## config.mk

```make
export PLATFORM = sky130hd
export DESIGN_NAME = ecc_error_trap_and_counter
export DESIGN_NICKNAME = d
export VERILOG_FILES = /design/src/verilog/ecc_trap_pkg.sv /design/src/verilog/ecc_error_trap_and_counter.sv /design/src/verilog/pin_sync.sv
export VERILOG_INCLUDE_DIRS = /design/src /design/src/verilog
export SDC_FILE = /design/constraint.sdc
export NUM_CORES = 1
export LEC_CHECK = 0
export BUFFER_PORTS_ARGS = -buffer_cell sky130_fd_sc_hd__buf_2
export CAP_MARGIN = 25
export CORE_AREA = 2 2 118 120
export DETAILED_ROUTE_END_ITERATION = 7
export DIE_AREA = 0 0 120 122
export GPL_ROUTABILITY_DRIVEN = 0
export PLACE_DENSITY = 0.67
export SLEW_MARGIN = 10
export SYNTH_ARGS = -nofsm -noshare
export SYNTH_HDL_FRONTEND = slang
export SYNTH_SLANG_ARGS = --single-unit
```

## constraint.sdc

```tcl
create_clock -name core_clk -period 2.6 [get_ports core_clk]
set_input_delay 0.52 -clock core_clk [delete_from_list [all_inputs] [get_ports core_clk]]
set_output_delay 0.52 -clock core_clk [all_outputs]
set_load 0.02 [all_outputs]
```

## src/verilog/ecc_trap_defines.svh

```systemverilog
// register addresses, field positions and reset values of the ecc trap and counter
`ifndef ECC_TRAP_DEFINES_SVH
`define ECC_TRAP_DEFINES_SVH

// ----------------------------------------------------------------
// read-any-register addresses
// ----------------------------------------------------------------
`define ECC_STATUS_ADDR 32'h0000_0089
`define ECC_TRAP_ADDR 32'h0000_008A
`define ECC_COUNT_ADDR 32'h0000_008B

// ----------------------------------------------------------------
// field positions
// ----------------------------------------------------------------
`define ECC_STS_TWO_BIT 3
`define ECC_STS_ONE_BIT 4
`define ECC_UNIT_LSB 4

// ----------------------------------------------------------------
// reset values
// ----------------------------------------------------------------
`define ECC_TRAP_RESET 32'h0000_0000
`define ECC_COUNT_RESET 16'h0000
`define ECC_STATUS_RESET 8'h00

`endif

```

## src/verilog/ecc_trap_pkg.sv

```systemverilog
// types shared by the ecc trap and counter block
package ecc_trap_pkg;

  // ----------------------------------------------------------------
  // transaction kind reported by the command decoder
  // ----------------------------------------------------------------
  typedef enum logic [1:0] {
    TXN_NONE,
    TXN_ARRAY_READ,
    TXN_ECC_STATUS,
    TXN_OTHER
  } txn_kind_t;

  // ----------------------------------------------------------------
  // one result per 16-byte data unit from the ecc decoder
  // ----------------------------------------------------------------
  typedef struct packed {
    logic valid;
    logic [31:0] addr;
    logic one_bit;
    logic two_bit;
    logic ecc_off;
    logic main_array;
  } ecc_event_t;

  // ----------------------------------------------------------------
  // read-any-register request from the command decoder
  // ----------------------------------------------------------------
  typedef struct packed {
    logic valid;
    logic [31:0] addr;
  } reg_rd_req_t;

endpackage

```

## src/verilog/ecc_error_trap_and_counter.sv

```systemverilog
// ecc error address trap, error counter and status flags for array reads
//
// What this block does
// - hold a 32-bit trap of the data unit address of the first ecc error
// - trap only first error of enabled type; nonvolatile mode bit picks the type
// - trap changes only during array read transactions
// - trapped value is the accessed address within the failing 16-byte unit
// - several failing units in one read keep only the first address
// - units with ecc off while two-bit detection is off neither trap nor count
// - trap is valid only while status bit 3 or bit 4 is set
// - host reads trap with read-any-register and the device returns it
// - clear command, power-on, cs signalling, hardware, software reset clear trap
// - keep a 16-bit count of one-bit or two-bit errors on array reads
// - counter increments only for errors in the main array
// - counter changes only in read transactions, not on ecc status reads
// - counter saturates at all ones while ecc keeps working
// - in continuous reads every further failing unit counts until cs rises
// - repeats of the last failing unit do not count; each new transaction counts again
// - counter readable by read-any-register and zeroed by the same clears
// - status register is cleared by the same clearing events
// - two-bit flags only raised while volatile two-bit enable is one
`timescale 1ns/1ps
`default_nettype none
`include "ecc_trap_defines.svh"

module ecc_error_trap_and_counter import ecc_trap_pkg::*; #(
  parameter int CNT_W = 16
) (
  input wire logic core_clk,
  input wire logic rst_n,
  input wire logic cs_n_pin,
  input wire logic sck_pin,
  input wire logic hw_reset_n_pin,
  input wire txn_kind_t txn_kind,
  input wire ecc_event_t unit_event,
  input wire logic nv_detect_mode,
  input wire logic vol_two_bit_en,
  input wire logic cs_sig_reset,
  input wire logic sw_reset,
  input wire logic clear_cmd,
  input wire reg_rd_req_t rd_req,
  output logic [31:0] rd_data,
  output logic rd_valid,
  output logic rd_hit,
  output logic trap_valid,
  output logic [31:0] error_address_trap,
  output logic [CNT_W-1:0] error_count,
  output logic [7:0] ecc_status_reg
);

  // ----------------------------------------------------------------
  // pin synchronisers and edge detection
  // ----------------------------------------------------------------
  logic [2:0] pins_s;
  logic cs_s;
  logic sck_s;
  logic hwn_s;
  logic cs_d;
  logic sck_d;
  logic cs_rise;
  logic cs_fall;
  logic sck_rise;

  pin_sync #(
    .WIDTH(3),
    .RESET_VAL(3'h5)
  ) u_pin_sync (
    .core_clk(core_clk),
    .rst_n(rst_n),
    .pin_in({cs_n_pin, sck_pin, hw_reset_n_pin}),
    .pin_sync_out(pins_s)
  );

  assign cs_s = pins_s[2];
  assign sck_s = pins_s[1];
  assign hwn_s = pins_s[0];

  always_ff @(posedge core_clk) begin
    if (!rst_n) begin
      cs_d <= 1'b1;
      sck_d <= 1'b0;
    end else begin
      cs_d <= cs_s;
      sck_d <= sck_s;
    end
  end

  assign cs_rise = cs_s & ~cs_d;
  assign cs_fall = ~cs_s & cs_d;
  assign sck_rise = sck_s & ~sck_d;

  // ----------------------------------------------------------------
  // clearing events
  // ----------------------------------------------------------------
  logic clear_hard;
  logic clear_soft;

  // resets override any event; the clear command loses to a same-cycle event
  assign clear_hard = cs_sig_reset | sw_reset | ~hwn_s;
  assign clear_soft = clear_cmd;

  // ----------------------------------------------------------------
  // transaction tracking on the sampled link
  // ----------------------------------------------------------------
  typedef enum logic [1:0] {
    LINK_IDLE,
    LINK_WAIT,
    LINK_DATA
  } link_state_t;

  link_state_t state;
  link_state_t next_state;
  logic in_read;

  always_comb begin
    next_state = state;
    case (state)
      LINK_IDLE: begin
        if (cs_fall) begin
          next_state = LINK_WAIT;
        end
      end
      LINK_WAIT: begin
        if (cs_s) begin
          next_state = LINK_IDLE;
        end else if (sck_rise) begin
          next_state = LINK_DATA;
        end
      end
      LINK_DATA: begin
        if (cs_s) begin
          next_state = LINK_IDLE;
        end
      end
      default: begin
        next_state = LINK_IDLE;
      end
    endcase
  end

  always_ff @(posedge core_clk) begin
    if (!rst_n) begin
      state <= LINK_IDLE;
    end else begin
      state <= next_state;
    end
  end

  // ecc status reads and other commands never reach the logs
  assign in_read = (state == LINK_DATA) && !cs_s && (txn_kind == TXN_ARRAY_READ);

  // ----------------------------------------------------------------
  // event qualification
  // ----------------------------------------------------------------
  logic ev_one;
  logic ev_two;
  logic ev_blind;
  logic ev_any;
  logic ev_trap;
  logic new_unit;
  logic count_hit;
  logic trap_locked;
  logic last_valid;
  logic [31-`ECC_UNIT_LSB:0] last_unit;

  assign ev_two = unit_event.two_bit & vol_two_bit_en;
  assign ev_one = unit_event.one_bit;
  assign ev_blind = unit_event.ecc_off & ~vol_two_bit_en;
  assign ev_any = unit_event.valid & in_read & (ev_one | ev_two) & ~ev_blind;
  assign ev_trap = ev_any & (nv_detect_mode ? ev_two : 1'b1);
  assign new_unit = !(last_valid && (last_unit == unit_event.addr[31:`ECC_UNIT_LSB]));
  assign count_hit = ev_any & unit_event.main_array & new_unit;

  // per-transaction memory of the last failing unit, counted or not (any main or non-main array error)
  always_ff @(posedge core_clk) begin
    if (!rst_n) begin
      last_valid <= 1'b0;
      last_unit <= '0;
    end else if (cs_rise || state == LINK_IDLE) begin
      last_valid <= 1'b0;
    end else if (ev_any) begin
      last_valid <= 1'b1;
      last_unit <= unit_event.addr[31:`ECC_UNIT_LSB];
    end
  end

  // ----------------------------------------------------------------
  // error address trap
  // ----------------------------------------------------------------
  always_ff @(posedge core_clk) begin
    if (!rst_n || clear_hard) begin
      error_address_trap <= `ECC_TRAP_RESET;
      trap_locked <= 1'b0;
    end else if (ev_trap && (!trap_locked || clear_soft)) begin
      // a clear command in the same cycle loses to the event, so it reopens the trap
      // full accessed address kept; the fault lies somewhere in its unit
      error_address_trap <= unit_event.addr;
      trap_locked <= 1'b1;
    end else if (clear_soft) begin
      error_address_trap <= `ECC_TRAP_RESET;
      trap_locked <= 1'b0;
    end
  end

  // ----------------------------------------------------------------
  // saturating error counter
  // ----------------------------------------------------------------
  localparam logic [CNT_W-1:0] CNT_MAX = {CNT_W{1'b1}};
  logic [CNT_W-1:0] count_base;

  assign count_base = clear_soft ? CNT_W'(`ECC_COUNT_RESET) : error_count;

  always_ff @(posedge core_clk) begin
    if (!rst_n || clear_hard) begin
      error_count <= CNT_W'(`ECC_COUNT_RESET);
    end else if (count_hit && count_base != CNT_MAX) begin
      error_count <= count_base + 1'b1;
    end else begin
      error_count <= count_base;
    end
  end

  // ----------------------------------------------------------------
  // ecc status flags
  // ----------------------------------------------------------------
  always_ff @(posedge core_clk) begin
    if (!rst_n || clear_hard) begin
      ecc_status_reg <= `ECC_STATUS_RESET;
    end else begin
      if (clear_soft) begin
        ecc_status_reg <= `ECC_STATUS_RESET;
      end
      if (ev_any && ev_two) begin
        ecc_status_reg[`ECC_STS_TWO_BIT] <= 1'b1;
      end
      if (ev_any && ev_one) begin
        ecc_status_reg[`ECC_STS_ONE_BIT] <= 1'b1;
      end
    end
  end

  assign trap_valid = ecc_status_reg[`ECC_STS_TWO_BIT] | ecc_status_reg[`ECC_STS_ONE_BIT];

  // ----------------------------------------------------------------
  // read-any-register answer
  // ----------------------------------------------------------------
  function automatic logic [1:0] reg_select(input logic [31:0] addr);
    if (addr == `ECC_STATUS_ADDR) begin
      reg_select = 2'h1;
    end else if (addr == `ECC_TRAP_ADDR) begin
      reg_select = 2'h2;
    end else if (addr == `ECC_COUNT_ADDR) begin
      reg_select = 2'h3;
    end else begin
      reg_select = 2'h0;
    end
  endfunction

  always_ff @(posedge core_clk) begin
    if (!rst_n) begin
      rd_data <= 32'h0000_0000;
      rd_valid <= 1'b0;
      rd_hit <= 1'b0;
    end else begin
      rd_valid <= rd_req.valid;
      rd_hit <= rd_req.valid && (reg_select(rd_req.addr) != 2'h0);
      if (!rd_req.valid) begin
        rd_data <= 32'h0000_0000;
      end else begin
        case (reg_select(rd_req.addr))
          2'h1: rd_data <= 32'(ecc_status_reg);
          2'h2: rd_data <= error_address_trap;
          2'h3: rd_data <= 32'(error_count);
          default: rd_data <= 32'h0000_0000;
        endcase
      end
    end
  end
endmodule

`default_nettype wire

```

## src/verilog/pin_sync.sv

```systemverilog
// two flip-flop synchroniser for pin inputs
`timescale 1ns/1ps
`default_nettype none

module pin_sync #(
  parameter int WIDTH = 1,
  parameter logic [WIDTH-1:0] RESET_VAL = '0
) (
  input wire logic core_clk,
  input wire logic rst_n,
  input wire logic [WIDTH-1:0] pin_in,
  output logic [WIDTH-1:0] pin_sync_out
);

  logic [WIDTH-1:0] meta;

  // meta feeds only the second stage
  always_ff @(posedge core_clk) begin
    if (!rst_n) begin
      meta <= RESET_VAL;
      pin_sync_out <= RESET_VAL;
    end else begin
      meta <= pin_in;
      pin_sync_out <= meta;
    end
  end

endmodule

`default_nettype wire
```

After elaboration in Yosys (flattened, before gate mapping)
Cells that the tools add are included.
{"block": "totals", "register_bits": 124, "input_bits": 82, "output_inout_bits": 91, "word_cells": 99}
{"block": "op_classes", "add_sub_neg": 1, "eq_ne": 14, "n_mux": 22, "n_bitwise": 23, "reduce_logical": 24}
{"op": "$eq A32 B8 Y1 const B", "count": 3}
{"op": "$pmux W32 S3", "count": 1}
{"op": "$mux W32", "count": 2}
{"op": "$mux W16", "count": 2}
{"op": "$eq A28 B28 Y1", "count": 1}
{"op": "$mux W2", "count": 10}
{"op": "$add A16 B1 Y16 const B", "count": 1}
{"op": "$ne A16 B16 Y1 const B", "count": 1}
{"op": "$and A1 B1 Y1", "count": 11}
{"op": "$logic_and A1 B1 Y1", "count": 8}
{"op": "$not A1 Y1", "count": 8}
{"op": "$reduce_bool A2 Y1", "count": 4}
{"op": "$eq A2 B1 Y1 const B", "count": 3}
{"op": "$eq A2 B2 Y1 const B", "count": 3}
{"op": "$pmux W2 S3", "count": 1}
{"op": "$mux W1", "count": 5}
{"op": "$mux W5", "count": 1}
{"op": "$logic_not A1 Y1", "count": 4}
{"op": "$or A1 B1 Y1", "count": 4}
{"op": "$reduce_and A2 Y1", "count": 2}
{"op": "$logic_or A1 B1 Y1", "count": 3}
{"op": "$ne A3 B2 Y1 const B", "count": 1}
{"op": "$reduce_and A3 Y1", "count": 1}
{"op": "$logic_not A2 Y1", "count": 1}
{"op": "3 further kinds", "count": 3}

Depth between registers and ports, before layout
Gate-level depths: netlist (run 1).
{"block": "depth", "word_depth": 10, "depth_mapped": 10, "mapped_depth_nobuf": 7}

Cells and area by module
From an unflattened synthesis (run 1), not the netlist that was laid out.
{"block": "unflattened", "cells_unflattened": 599, "area_unflattened_um2": 5223.8}
{"mod": "ecc_error_trap_and_counter", "instances": 1, "cells_per_inst": 587, "area_each_um2": 5066.1, "seq_area_each_um2": 2362.3}
{"mod": "pin_sync", "instances": 1, "cells_per_inst": 12, "area_each_um2": 157.7, "seq_area_each_um2": 120.1}

Worst setup path before layout (run 1)
OpenSTA, ideal clock, no wires.
{"block": "synth_timing", "path_type": "input to register", "start": "in clear_cmd", "end": "reg error_count[4]", "setup_ns": 0.115, "arrival_ns": 2.442, "required_ns": 2.485, "setup_slack_ns": 0.044, "cell_stages": 10, "path_buffers": 3, "cell_sequence": "clkbuf_1 > nor2b_1 > ha_1 > and3_1 > clkbuf_1 > and3_1 > a221oi_2 > buf_2 > a21oi_1 > o21a_1"}
{"block": "synth_between", "elab_chain_cells": 4, "word_cells_on_any_way": 5, "classes_between": "add/sub (1); eq/ne (1); mux (2); reduce/logical (1)"}
{"item": "from (decl)", "line": "ecc_error_trap_and_counter.sv:40", "rtl": "input wire logic clear_cmd,"}
{"item": "$mux W16 *", "line": "ecc_error_trap_and_counter.sv:211", "rtl": "assign count_base = clear_soft ? CNT_W'(`ECC_COUNT_RESET) : error_count;"}
{"item": "parallel branches: the longest is 2 deep, another holds $add A16 B1 Y16"}
{"item": "$mux W16 *", "line": "ecc_error_trap_and_counter.sv:216", "rtl": "end else if (count_hit && count_base != CNT_MAX) begin"}
{"item": "to (signal assigned)", "line": "ecc_error_trap_and_counter.sv:215", "rtl": "error_count <= CNT_W'(`ECC_COUNT_RESET);"}
{"item": "to (signal assigned)", "line": "ecc_error_trap_and_counter.sv:217", "rtl": "error_count <= count_base + 1'b1;"}
{"item": "to (signal assigned)", "line": "ecc_error_trap_and_counter.sv:219", "rtl": "error_count <= count_base;"}
{"item": "to (decl)", "line": "ecc_error_trap_and_counter.sv:47", "rtl": "output logic [CNT_W-1:0] error_count,"}
Mark *: on every way between the ends.
A chain may end at the register's enable or synchronous reset.

Worst setup path after layout (run 1)
{"block": "layout_timing", "start": "reg state[0]", "end": "reg error_address_trap[31]"}
{"block": "layout_between", "elab_chain_cells": 9, "word_cells_on_any_way": 10, "classes_between": "eq/ne (1); mux (1); bitwise (4); reduce/logical (4)"}
{"item": "from (decl)", "line": "ecc_error_trap_and_counter.sv:111", "rtl": "link_state_t state;"}
{"item": "from (signal assigned)", "line": "ecc_error_trap_and_counter.sv:145", "rtl": "state <= next_state;"}
{"item": "$eq A2 B2 Y1 *", "line": "ecc_error_trap_and_counter.sv:150", "rtl": "assign in_read = (state == LINK_DATA) && !cs_s && (txn_kind == TXN_ARRAY_READ);"}
{"item": "$logic_and A1 B1 Y1 * (2 in series)", "line": "ecc_error_trap_and_counter.sv:150"}
{"item": "$and A1 B1 Y1 * (3 in series)", "line": "ecc_error_trap_and_counter.sv:169", "rtl": "assign ev_any = unit_event.valid & in_read & (ev_one | ev_two) & ~ev_blind;"}
{"item": "$and A1 B1 Y1 *", "line": "ecc_error_trap_and_counter.sv:170", "rtl": "assign ev_trap = ev_any & (nv_detect_mode ? ev_two : 1'b1);"}
{"item": "$logic_and A1 B1 Y1 *", "line": "ecc_error_trap_and_counter.sv:194", "rtl": "end else if (ev_trap && (!trap_locked || clear_soft)) begin"}
{"item": "$mux W32 or $reduce_bool A2 Y1 (tied branches)"}
{"item": "to (signal assigned)", "line": "ecc_error_trap_and_counter.sv:192", "rtl": "error_address_trap <= `ECC_TRAP_RESET;"}
{"item": "to (signal assigned)", "line": "ecc_error_trap_and_counter.sv:197", "rtl": "error_address_trap <= unit_event.addr;"}
{"item": "to (signal assigned)", "line": "ecc_error_trap_and_counter.sv:200", "rtl": "error_address_trap <= `ECC_TRAP_RESET;"}
{"item": "to (decl)", "line": "ecc_error_trap_and_counter.sv:46", "rtl": "output logic [31:0] error_address_trap,"}
Every way passes the cells marked *; elsewhere a longest branch is shown, timed or not.

==> results of run 1 <==
-- per-stage QoR --
| step | worst slack, ns | hold slack [ns] | utilization, % | power (uW) |
|---|---|---|---|---|
| floorplan | 0.04374 | 0.3863 | - | 2040 |
| global placement | 0.3166 | 0.3911 | 46.43 | 2148 |
| detailed placement | 0.2404 | 0.3917 | 46.43 | 2152 |
| CTS | 0.5272 | 0.2709 | 51.19 | 4682 |
| global route | 0.2780 | 0.2913 | 51.19 | 4779 |
| finish | 0.5238 | 0.2876 | 51.23 | 4636 |
-- cell families after synthesis --
| kind of cell | after synthesis |
|---|---|
| simple gates | 264 |
| flops | 124 |
| compound gates | 107 |
| buf+inv | 44 |
| xor+xnor | 29 |
| mux | 9 |
| fa+ha+maj | 1 |
| other cells | 1 |
-- cell type report --
class                      count  area (sq um)
sequential                   124          2482
clock inverter                13         190.2
tap                          180         225.2
multi-input combinational    416          2545
fill                        1266          6586
antenna                        2         5.005
timing repair buffer         186          1006
inverter                       3         11.26
clock buffer                  19         452.9
-- metal layers --
metal  GRT usage, %  up-vias
li1               -     2349
met4          9.706        2
met2          31.82      160
met5              0        -
met1          23.88     2180
met3          5.665       27
-- layout by cell type, fill, tap and decap left out, types with 15 or more instances in the layout --
cell type | synthesis | final
nand3_1 | 20 | 20
dfxtp_1 | 124 | 124
and2_1 | 21 | 21
clkbuf_16 | 0 | 17
buf_2 | 5 | 166
a21oi_1 | 47 | 47
xnor2_1 | 29 | 29
nor2_1 | 49 | 49
nand2_1 | 73 | 73
nor3b_1 | 33 | 33
nand4_1 | 15 | 15
a21boi_0 | 28 | 28
buf_4 | 6 | 18
-- power breakdown --
part	total, uW	switching (uW)	internal (uW)
Clock	2530	867	1660
Sequential	1910	2.55	1910
Combinational	201	115	86.2
Total	4640	984	3650
-- worst max path at each step --
stage	depth (start not counted)	slack (ns)	startpoint	endpoint
final	7	0.52	state[0]	error_address_trap[31]
after global routing	8	0.28	error_count[0]	error_count[14]
after CTS	8	0.53	error_count[0]	error_count[14]
after detailed placement	8	0.24	txn_kind[1]	error_address_trap[31]
after global placement	7	0.32	txn_kind[1]	error_count[7]
after floorplan	10	0.04	clear_cmd	error_count[4]
-- cell usage after synthesis (10+ instances only) --
master | number | area share, %
dfxtp_1 | 124 | 47
a21boi_0 | 28 | 4.0
clkbuf_1 | 23 | 1.6
and2_1 | 21 | 2.5
xnor2_1 | 29 | 4.9
a22o_1 | 14 | 2.3
and3_1 | 14 | 1.7
nand4_1 | 15 | 1.8
nand2_1 | 73 | 5.2
nand3_1 | 20 | 1.9
nor3b_1 | 33 | 4.7
a21o_1 | 10 | 1.4
a21oi_1 | 47 | 4.5
nor2_1 | 49 | 3.5
-- critical path, stage by stage, from the launching register on --
cell	delay [ns]
dfxtp_1	0.34
nand2b_4	0.17
or4_1	0.59
a221oi_4	0.32
buf_12	0.23
nor3b_1	0.07
a21oi_1	0.16
nor2_1	0.07
==> out/results.tsv, run 1 <==
metric	value	unit
peak supply drop	428.2	uV
Placed Instance Area	6270	sq um
CTS Sinks	124	
Synth Area in XOR/XNOR	4.853	%
HP Start	hw_reset_n_pin	
gr ovfl total	0	
cell area after layout	6918	sq um
chip height	122	um
Worst Path Arrival	2.36	ns
Worst Path Max Fanout	34	
post-synthesis compound-gate area fraction	14.06	%
flop-to-flop setup slack	0.52	ns
Synth Register Bits	124	
async set or reset register ratio after synthesis	0	%
Post-CTS Setup Repair Bufs	0	
CTS tree	done	
IO buf count	166	
Max Used Layer	met5	
Final period util	79.85	%
Fmax	0.4817	GHz
initial antenna violation count	2	
clock root cell	clkbuf_16	
number of synthesized flops with an enable pin	0	
Routed Antenna Nets	0	
post-CTS sizing	0	
area of the core	13500	sq um
synth warn	0	
vias per std cell	5.003	
top_reg_cell synth	dfxtp_1	
placed cell count	909	
P&R area growth vs syn	32.18	%
count of pins over their slew limit	0	
Static Leak	0.002919	uW
status	completed	
Vias	4718	
die area	14640	sq um
Top Registers	error_address_trap x32, rd_data x32, last_unit x28	
largest family of logic cells by synthesized area	simple AND/OR/NAND/NOR gates	
DR DRC count	0	
M1 WL	6334	um
Max Cap Viol	0	
first drt pass iteration count	4	
layout cells sized above 1	29.57	%
Worst-Margin Slew	0.6280	ns
CTS buffer count	17	
RR Endpoint	error_address_trap[31]	
CP Class	reg -> reg	
Post-Syn Instances	579	
I/O Pins	173	
area of the mapped netlist	5234	sq um
largest net degree at the start of global routing	39	
Hold Fails Final Rpt	0	
Worst EP required	2.89	ns
Synth cell types	44	
Final setup viols	0	
H-tree depth	4	
Worst Hold End	u_pin_sync.meta[0]	
worst rel slew slack	58.11	%
Worst Hold Depth	2	
Non-Filler Instances	943	
Worst Clk Skew	0.007425	ns
met2 wire length	6853	um
RR Startpoint	state[0]	
reg2reg path depth	7	
final WL	14460	um
clk_lat worst skew	0.41	ns
fin nets	831	
std cell rows	43	
sequential area share after synthesis	47.43	%
# hold bufs at CTS	0	
synthesized area per cell	9.039	sq um
Initial Util	38.76	%
DRT iter0 DRCs	269	
Horiz. Die Dim	120	um
via count of the first global-routing pass	4365	
crit start category	flop	
clock-pin slew on the worst setup and hold paths	0.06	ns
mux cell area share after synthesis	1.721	%
Post-Synth Simple-Gate Area	27.06	%
P per Cell Area	670.2	nW/um^2
DP HPWL	10800	um
WL/cell	15.33	um
Hold Crit Class	in -> reg	
RSZ-0062 raised after global routing	no	
clk buf depth	2	
met3 routed WL	889	um
final setup TNS	0	ns
fin crit period	2.076	ns
crit path capture type	flop	
GRT Overall Usage	19.63	%
global-route wire length before repair	22200	um
adder-cell area share of the yosys netlist	0.2391	%
Note: power is estimated with default switching activity, not from simulation.
==> run 2: changes to the inputs <==
--- a/config.mk
+++ b/config.mk
@@ -6,13 +6,14 @@
 export SDC_FILE = /design/constraint.sdc
 export NUM_CORES = 1
 export LEC_CHECK = 0
+export ABC_AREA = 1
 export BUFFER_PORTS_ARGS = -buffer_cell sky130_fd_sc_hd__buf_2
 export CAP_MARGIN = 25
-export CORE_AREA = 2 2 118 120
+export CORE_AREA = 2 2 126 128
 export DETAILED_ROUTE_END_ITERATION = 7
-export DIE_AREA = 0 0 120 122
+export DIE_AREA = 0 0 128 130
 export GPL_ROUTABILITY_DRIVEN = 0
-export PLACE_DENSITY = 0.67
+export PLACE_DENSITY = 0.66
 export SLEW_MARGIN = 10
 export SYNTH_ARGS = -nofsm -noshare
 export SYNTH_HDL_FRONTEND = slang
==> constraint.sdc (replaced) <==
create_clock -name core_clk -period 1.87 [get_ports core_clk]
set_input_delay 0.374 -clock core_clk [delete_from_list [all_inputs] [get_ports core_clk]]
set_output_delay 0.374 -clock core_clk [all_outputs]
set_load 0.02 [all_outputs]
==> run 2 against run 1 <==
Effect of this change:
- combinational power grew 76%
- worst setup slack got worse by 0.47 ns
- sequential power is 39% higher
- register-to-register slack got worse by 0.47 ns
- sequential cell count stayed put
- cell area increased by 13%
- critical path depth increased by 7
- highest routed layer is now met4
- hold slack got worse by 0.16 ns
- power is 32% higher
- global-route usage is 1.1 points higher
- die area is 14% higher
- non-clock buffer count grew 12
==> out/results.tsv, run 2 <==
metric	value	unit
worst rel slew slack	56.18	%
area of the mapped netlist	6038	sq um
register area	2485	sq um
Post-Syn Instances	893	
gr ovfl total	0	
P per Cell Area	779.0	nW/um^2
Filler cells	1583	
clk_lat worst skew	0.42	ns
async set or reset register ratio after synthesis	0	%
CTS buffer count	17	
count leader, synth	nand2_1	
Synth Register Bits	124	
IO buf count	166	
first drt pass iteration count	5	
Synth top area share	41.11	%
Fin Hold WS	0.1281	ns
global-route wire length before repair	26880	um
synth warn	0	
status	completed	
fin crit period	1.817	ns
top cells by area, synth	dfxtp_1 41%, nand2_1 15%, nor2_1 6.5%, inv_1 6.3%, a21oi_1 5.8%	
count of pins over their slew limit	0	
CTS tree	done	
commonest non-fill, non-tap cell in the layout	nand2_1	
most frequent cells in the layout	238 x nand2_1, 166 x buf_2, 122 x dfxtp_1	
Static Leak	0.003540	uW
Routed Antenna Nets	0	
crit start category	flop	
DRT iter0 DRCs	324	
GRT Overall Usage	20.77	%
P&R area growth vs syn	29.63	%
final setup TNS	0	ns
final WL	17120	um
crit path capture type	flop	
multi-input logic area	2925	sq um
CTS Sinks	124	
DP HPWL	12750	um
Synth area leader	dfxtp_1	
clock root cell	clkbuf_16	
Final setup viols	0	
number of synthesized flops with an enable pin	0	
sequential fraction of design power	43.5	%
most instantiated cells after synthesis	241 x nand2_1, 124 x dfxtp_1, 105 x nor2_1, 102 x inv_1, 70 x a21oi_1	
combinational power share	5.8	%
Hold Fails Final Rpt	0	
vias per std cell	4.760	
clk buf depth	2	
clock share of power	50.7	%
H-tree depth	4	
WL/cell	13.41	um
Vias	6078	
# hold bufs at CTS	0	
Worst Clk Skew	0.007454	ns
clock-pin slew on the worst setup and hold paths	0.06	ns
Int Pwr	4537	uW
largest net degree at the start of global routing	55	
top_reg_cell synth	dfxtp_1	
Worst Path Arrival	2.14	ns
Switching Share	25.60	%
area of the core	15420	sq um
peak supply drop	601.0	uV
Synth cell types	37	
CP Class	reg -> reg	
fin nets	1154	
Top Registers	error_address_trap x32, rd_data x32, last_unit x28	
M1 WL	8108	um
met2 wire length	7761	um
die area	16640	sq um
chip height	130	um
Max Cap Viol	0	
initial antenna violation count	1	
I/O Pins	173	
Max Used Layer	met4	
layout cells sized above 1	28.41	%
Horiz. Die Dim	128	um
Worst EP required	2.19	ns
RSZ-0062 raised after global routing	yes	
Worst-Margin Slew	0.6563	ns
synthesized area per cell	6.762	sq um
Initial Util	39.15	%
P_sw	1561	uW
met3 routed WL	1017	um
Final period util	97.18	%
DR DRC count	0	
std cell rows	46	
Fmax	0.5503	GHz
sequential area share after synthesis	41.11	%
via count of the first global-routing pass	5315	
Hold Crit Class	in -> reg	
Worst Path Max Fanout	6	
-- run 2: cell count changes after synthesis, moves of 18 or more --
cell,delta
nand2_1,+168
xnor2_1,-25
o21ai_0,+30
nor2_1,+56
and2_1,-19
nand4_1,+32
nand3_1,+18
inv_1,+99
nor3b_1,-33
a21boi_0,-28
nand2_2,+19
a21oi_1,+23
-- run 2: worst max-delay path: stages, from the launching register on --
cell and delay (ns):
dfxtp_2 0.34, nand2_2 0.07, inv_2 0.06, ha_4 0.13, nand2_2 0.06, nand3b_1 0.21, nor2_2 0.16, nand4_1 0.15
buf_4 0.20, nand2_1 0.06, inv_1 0.05, nand3_1 0.07, nand2_1 0.06, nand2_1 0.06, nor2_1 0.04
-- run 2: final cells by class --
class	count	share of cell area, %
multi-input cells	612	37.37
flip-flops and latches	124	31.75
repair buffers	198	14.85
inverters	118	5.898
clock buffers	19	5.659
well taps	192	3.069
clock inverters	13	1.375
diodes	1	0.03197
-- run 2: per-layer routing --
| layer | vias up | track usage (%) |
|---|---|---|
| li1 | 3177 | - |
| met1 | 2704 | 27.72 |
| met2 | 178 | 33.25 |
| met3 | 19 | 4.961 |
| met4 | 0 | 6.917 |
| met5 | - | 0 |
-- run 2: power groups by stage --
stage	clock network (uW)	logic (uW)	registers [uW]
finish	3090	353	2650
global route	3280	394	2650
CTS	3160	351	2650
detailed placement	0	350	2710
global placement	0	348	2710
floorplan	0	193	2710
-- run 2: final timing paths --
path                                         start                         end  slack (ns)  cells past startpoint
worst max-delay path                error_count[0]              error_count[2]        0.05                     14
worst min-delay path                      cs_n_pin          u_pin_sync.meta[2]        0.13                      2
worst max register to register      error_count[0]              error_count[2]        0.05                     14
worst min register to register  u_pin_sync.meta[2]  u_pin_sync.pin_sync_out[2]        0.41                      1
-- run 2: logic make-up (layout without fill, tap and decap cells) --
group | after synthesis | after routing | share of synthesized area [%]
AOI/OAI and AO/OA | 114 | 114 | 10.24
xor gates and xnor gates | 4 | 4 | 0.5801
adders and majority gates | 1 | 1 | 0.2072
buffers and inverters | 162 | 348 | 11.67
DFF | 124 | 124 | 41.11
other | 1 | 7 | 0.06210
and+or+nand+nor | 487 | 487 | 36.14
-- run 2: repair_timing --
item                                    CTS  global route
setup buffers                             0             2
hold endpoints to repair                  0             0
endpoints found under the setup margin    0            44
gates resized for setup                   0             6
-- run 2: stage by stage --
stage          setup WS, ns  area, sq um  util, %  power, uW  instances
2_1_floorplan      -0.09226         6128        -       2906        898
3_3_place_gp       -0.05649         7248    46.99       3060       1242
3_5_place_dp        -0.1066         7248    46.99       3061       1242
4_1_cts             0.04565         7799    50.56       6161       1274
5_1_grt            -0.05530         7825    50.73       6330       1276
6_report            0.05277         7828    50.75       6098       1277
==> run 3: changes to the inputs <==
--- a/config.mk
+++ b/config.mk
@@ -14,6 +14,7 @@
 export DIE_AREA = 0 0 128 130
 export GPL_ROUTABILITY_DRIVEN = 0
 export PLACE_DENSITY = 0.66
+export RECOVER_POWER = 25
 export SLEW_MARGIN = 10
 export SYNTH_ARGS = -nofsm -noshare
 export SYNTH_HDL_FRONTEND = slang
==> run 3 against run 2 <==
Effect of this change:
- hold slack hardly changed
- worst setup slack hardly changed
- routed wire length hardly changed
- clock skew hardly changed
- critical path depth stayed put
- utilization hardly changed
- critical path type unchanged
- clock-buffer cell count stayed put
- global-route usage stayed put
- combinational power hardly changed
- largest power group unchanged
- clock power hardly changed
- first-iteration DRC count stayed put
==> out/results.tsv, run 3 (synthesized netlist as in run 2, its figures left out) <==
metric	value	unit
status	completed	
Max Cap Viol	0	
flop-to-flop setup slack	0.05	ns
DRT iter0 DRCs	324	
Worst Clk Skew	0.007455	ns
Final setup viols	0	
Hold Crit Class	in -> reg	
gr ovfl total	0	
CP Cell Sequence	nand2_2 -> inv_2 -> ha_4 -> nand2_2 -> nand3b_1 -> nor2_2 -> nand4_1 -> buf_4 -> nand2_1 -> inv_1 -> nand3_1 -> nand2_1 -> nand2_1 -> nor2_1	
fin nets	1154	
chip height	130	um
fin crit period	1.817	ns
CP Launch Point	error_count[0]	
WL/cell	13.41	um
CTS Sinks	124	
Non-Filler Instances	1277	
H-tree depth	4	
Hold Fails Final Rpt	0	
clock-pin slew on the worst setup and hold paths	0.06	ns
Routed Antenna Nets	0	
Final period util	97.17	%
count of pins over their slew limit	0	
clk_lat worst skew	0.42	ns
Static Leak	0.003537	uW
DR DRC count	0	
die area	16640	sq um
Top Registers	error_address_trap x32, rd_data x32, last_unit x28	
Worst Path Max Fanout	6	
Crit path max-delay family	simple AND/OR/NAND/NOR gates	
first drt pass iteration count	5	
placed cell count	1242	
vias per std cell	4.763	
final WL	17120	um
Worst path most repeated cell	nand2_1	
clock root cell	clkbuf_16	
# hold bufs at CTS	0	
crit start category	flop	
CTS tree	done	
Buf/Inv on CP	3	
CP Class	reg -> reg	
IO buf count	166	
Fmax	0.5503	GHz
clk buf depth	2	
Horiz. Die Dim	128	um
I/O Pins	173	
RR Startpoint	error_count[0]	
Vias	6082	
RSZ-0062 raised after global routing	yes	
power consumption	6096	uW
Initial Util	39.15	%
Worst-Margin Slew	0.6571	ns
area of the core	15420	sq um
Filler cells	1584	
peak supply drop	601.0	uV
layout cells sized above 1	28.32	%
reg2reg path depth	14	
via count of the first global-routing pass	5315	
Worst Path Arrival	2.14	ns
crit path capture type	flop	
RR Endpoint	error_count[2]	
instance count on the critical path	14	
Setup crit end	error_count[2]	
DP HPWL	12750	um
std cell rows	46	
most frequent cells in the layout	238 x nand2_1, 165 x buf_2, 122 x dfxtp_1	
P per Cell Area	779.0	nW/um^2
worst rel slew slack	56.13	%
global-route wire length before repair	26880	um
Slowest cell on crit path	dfxtp_2	
GRT Overall Usage	20.77	%
commonest non-fill, non-tap cell in the layout	nand2_1	
P&R area growth vs syn	29.61	%
initial antenna violation count	1	
CTS buffer count	17	
Worst EP required	2.19	ns
Largest stage delay, worst path	0.34	ns
largest net degree at the start of global routing	55	
==> run 3: changes by cell type in the layout (fill, tap and decap cells not counted) <==
cell      previous run  this run
clkbuf_1             1         2
buf_2              166       165
==> run 3: worst min-delay path by stage <==
stage                       start  cells after the start  slack (ns)                    endpoint
4_1_cts                  cs_n_pin                      2        0.11          u_pin_sync.meta[2]
2_1_floorplan  u_pin_sync.meta[1]                      2        0.39  u_pin_sync.pin_sync_out[1]
5_1_grt                  cs_n_pin                      2        0.11          u_pin_sync.meta[2]
3_3_place_gp   u_pin_sync.meta[1]                      2        0.39  u_pin_sync.pin_sync_out[1]
3_5_place_dp   u_pin_sync.meta[1]                      2        0.40  u_pin_sync.pin_sync_out[1]
6_report                 cs_n_pin                      2        0.13          u_pin_sync.meta[2]
==> run 3: what timing repair did <==
item                       in CTS  in global routing
setup endpoints to repair       0                 44
resized for setup               0                  6
buffers inserted                0                  2
==> run 3: where the power goes <==
| group | internal [uW] | switching [uW] | total (uW) |
|---|---|---|---|
| combinational | 127 | 226 | 353 |
| clock | 1760 | 1330 | 3090 |
| sequential | 2650 | 2.66 | 2650 |
==> run 3: cell type report <==
cell class	count	area, sq um	share of cell area (%)
Multi-Input combinational cell	612	2925	37.38
Sequential cell	124	2485	31.75
Timing Repair Buffer	198	1161	14.84
Inverter	118	461.7	5.899
Clock buffer	19	442.9	5.659
Tap cell	192	240.2	3.070
Clock inverter	13	107.6	1.375
Antenna cell	1	2.502	0.03197
==> run 3: through the flow <==
stage          hold slack (ns)  setup TNS (ns)  util (%)  setup WS, ns  area, sq um
2_1_floorplan           0.3905         -0.5782         -      -0.09226         6128
4_1_cts                 0.1119               0     50.56       0.04565         7799
3_5_place_dp            0.3987          -1.150     46.99       -0.1066         7248
5_1_grt                 0.1110        -0.07350     50.72      -0.05529         7824
3_3_place_gp            0.3916         -0.3760     46.99      -0.05649         7248
6_report                0.1281               0     50.74       0.05284         7826
==> run 3: layer usage <==
| metal | GRT usage (%) | vias to the layer above | share of wire, % |
|---|---|---|---|
| li1 | - | 3178 | - |
| met1 | 27.72 | 2707 | 47 |
| met2 | 33.25 | 178 | 45 |
| met3 | 4.961 | 19 | 6.0 |
| met4 | 6.917 | 0 | 1.4 |
| met5 | 0 | - | 0 |
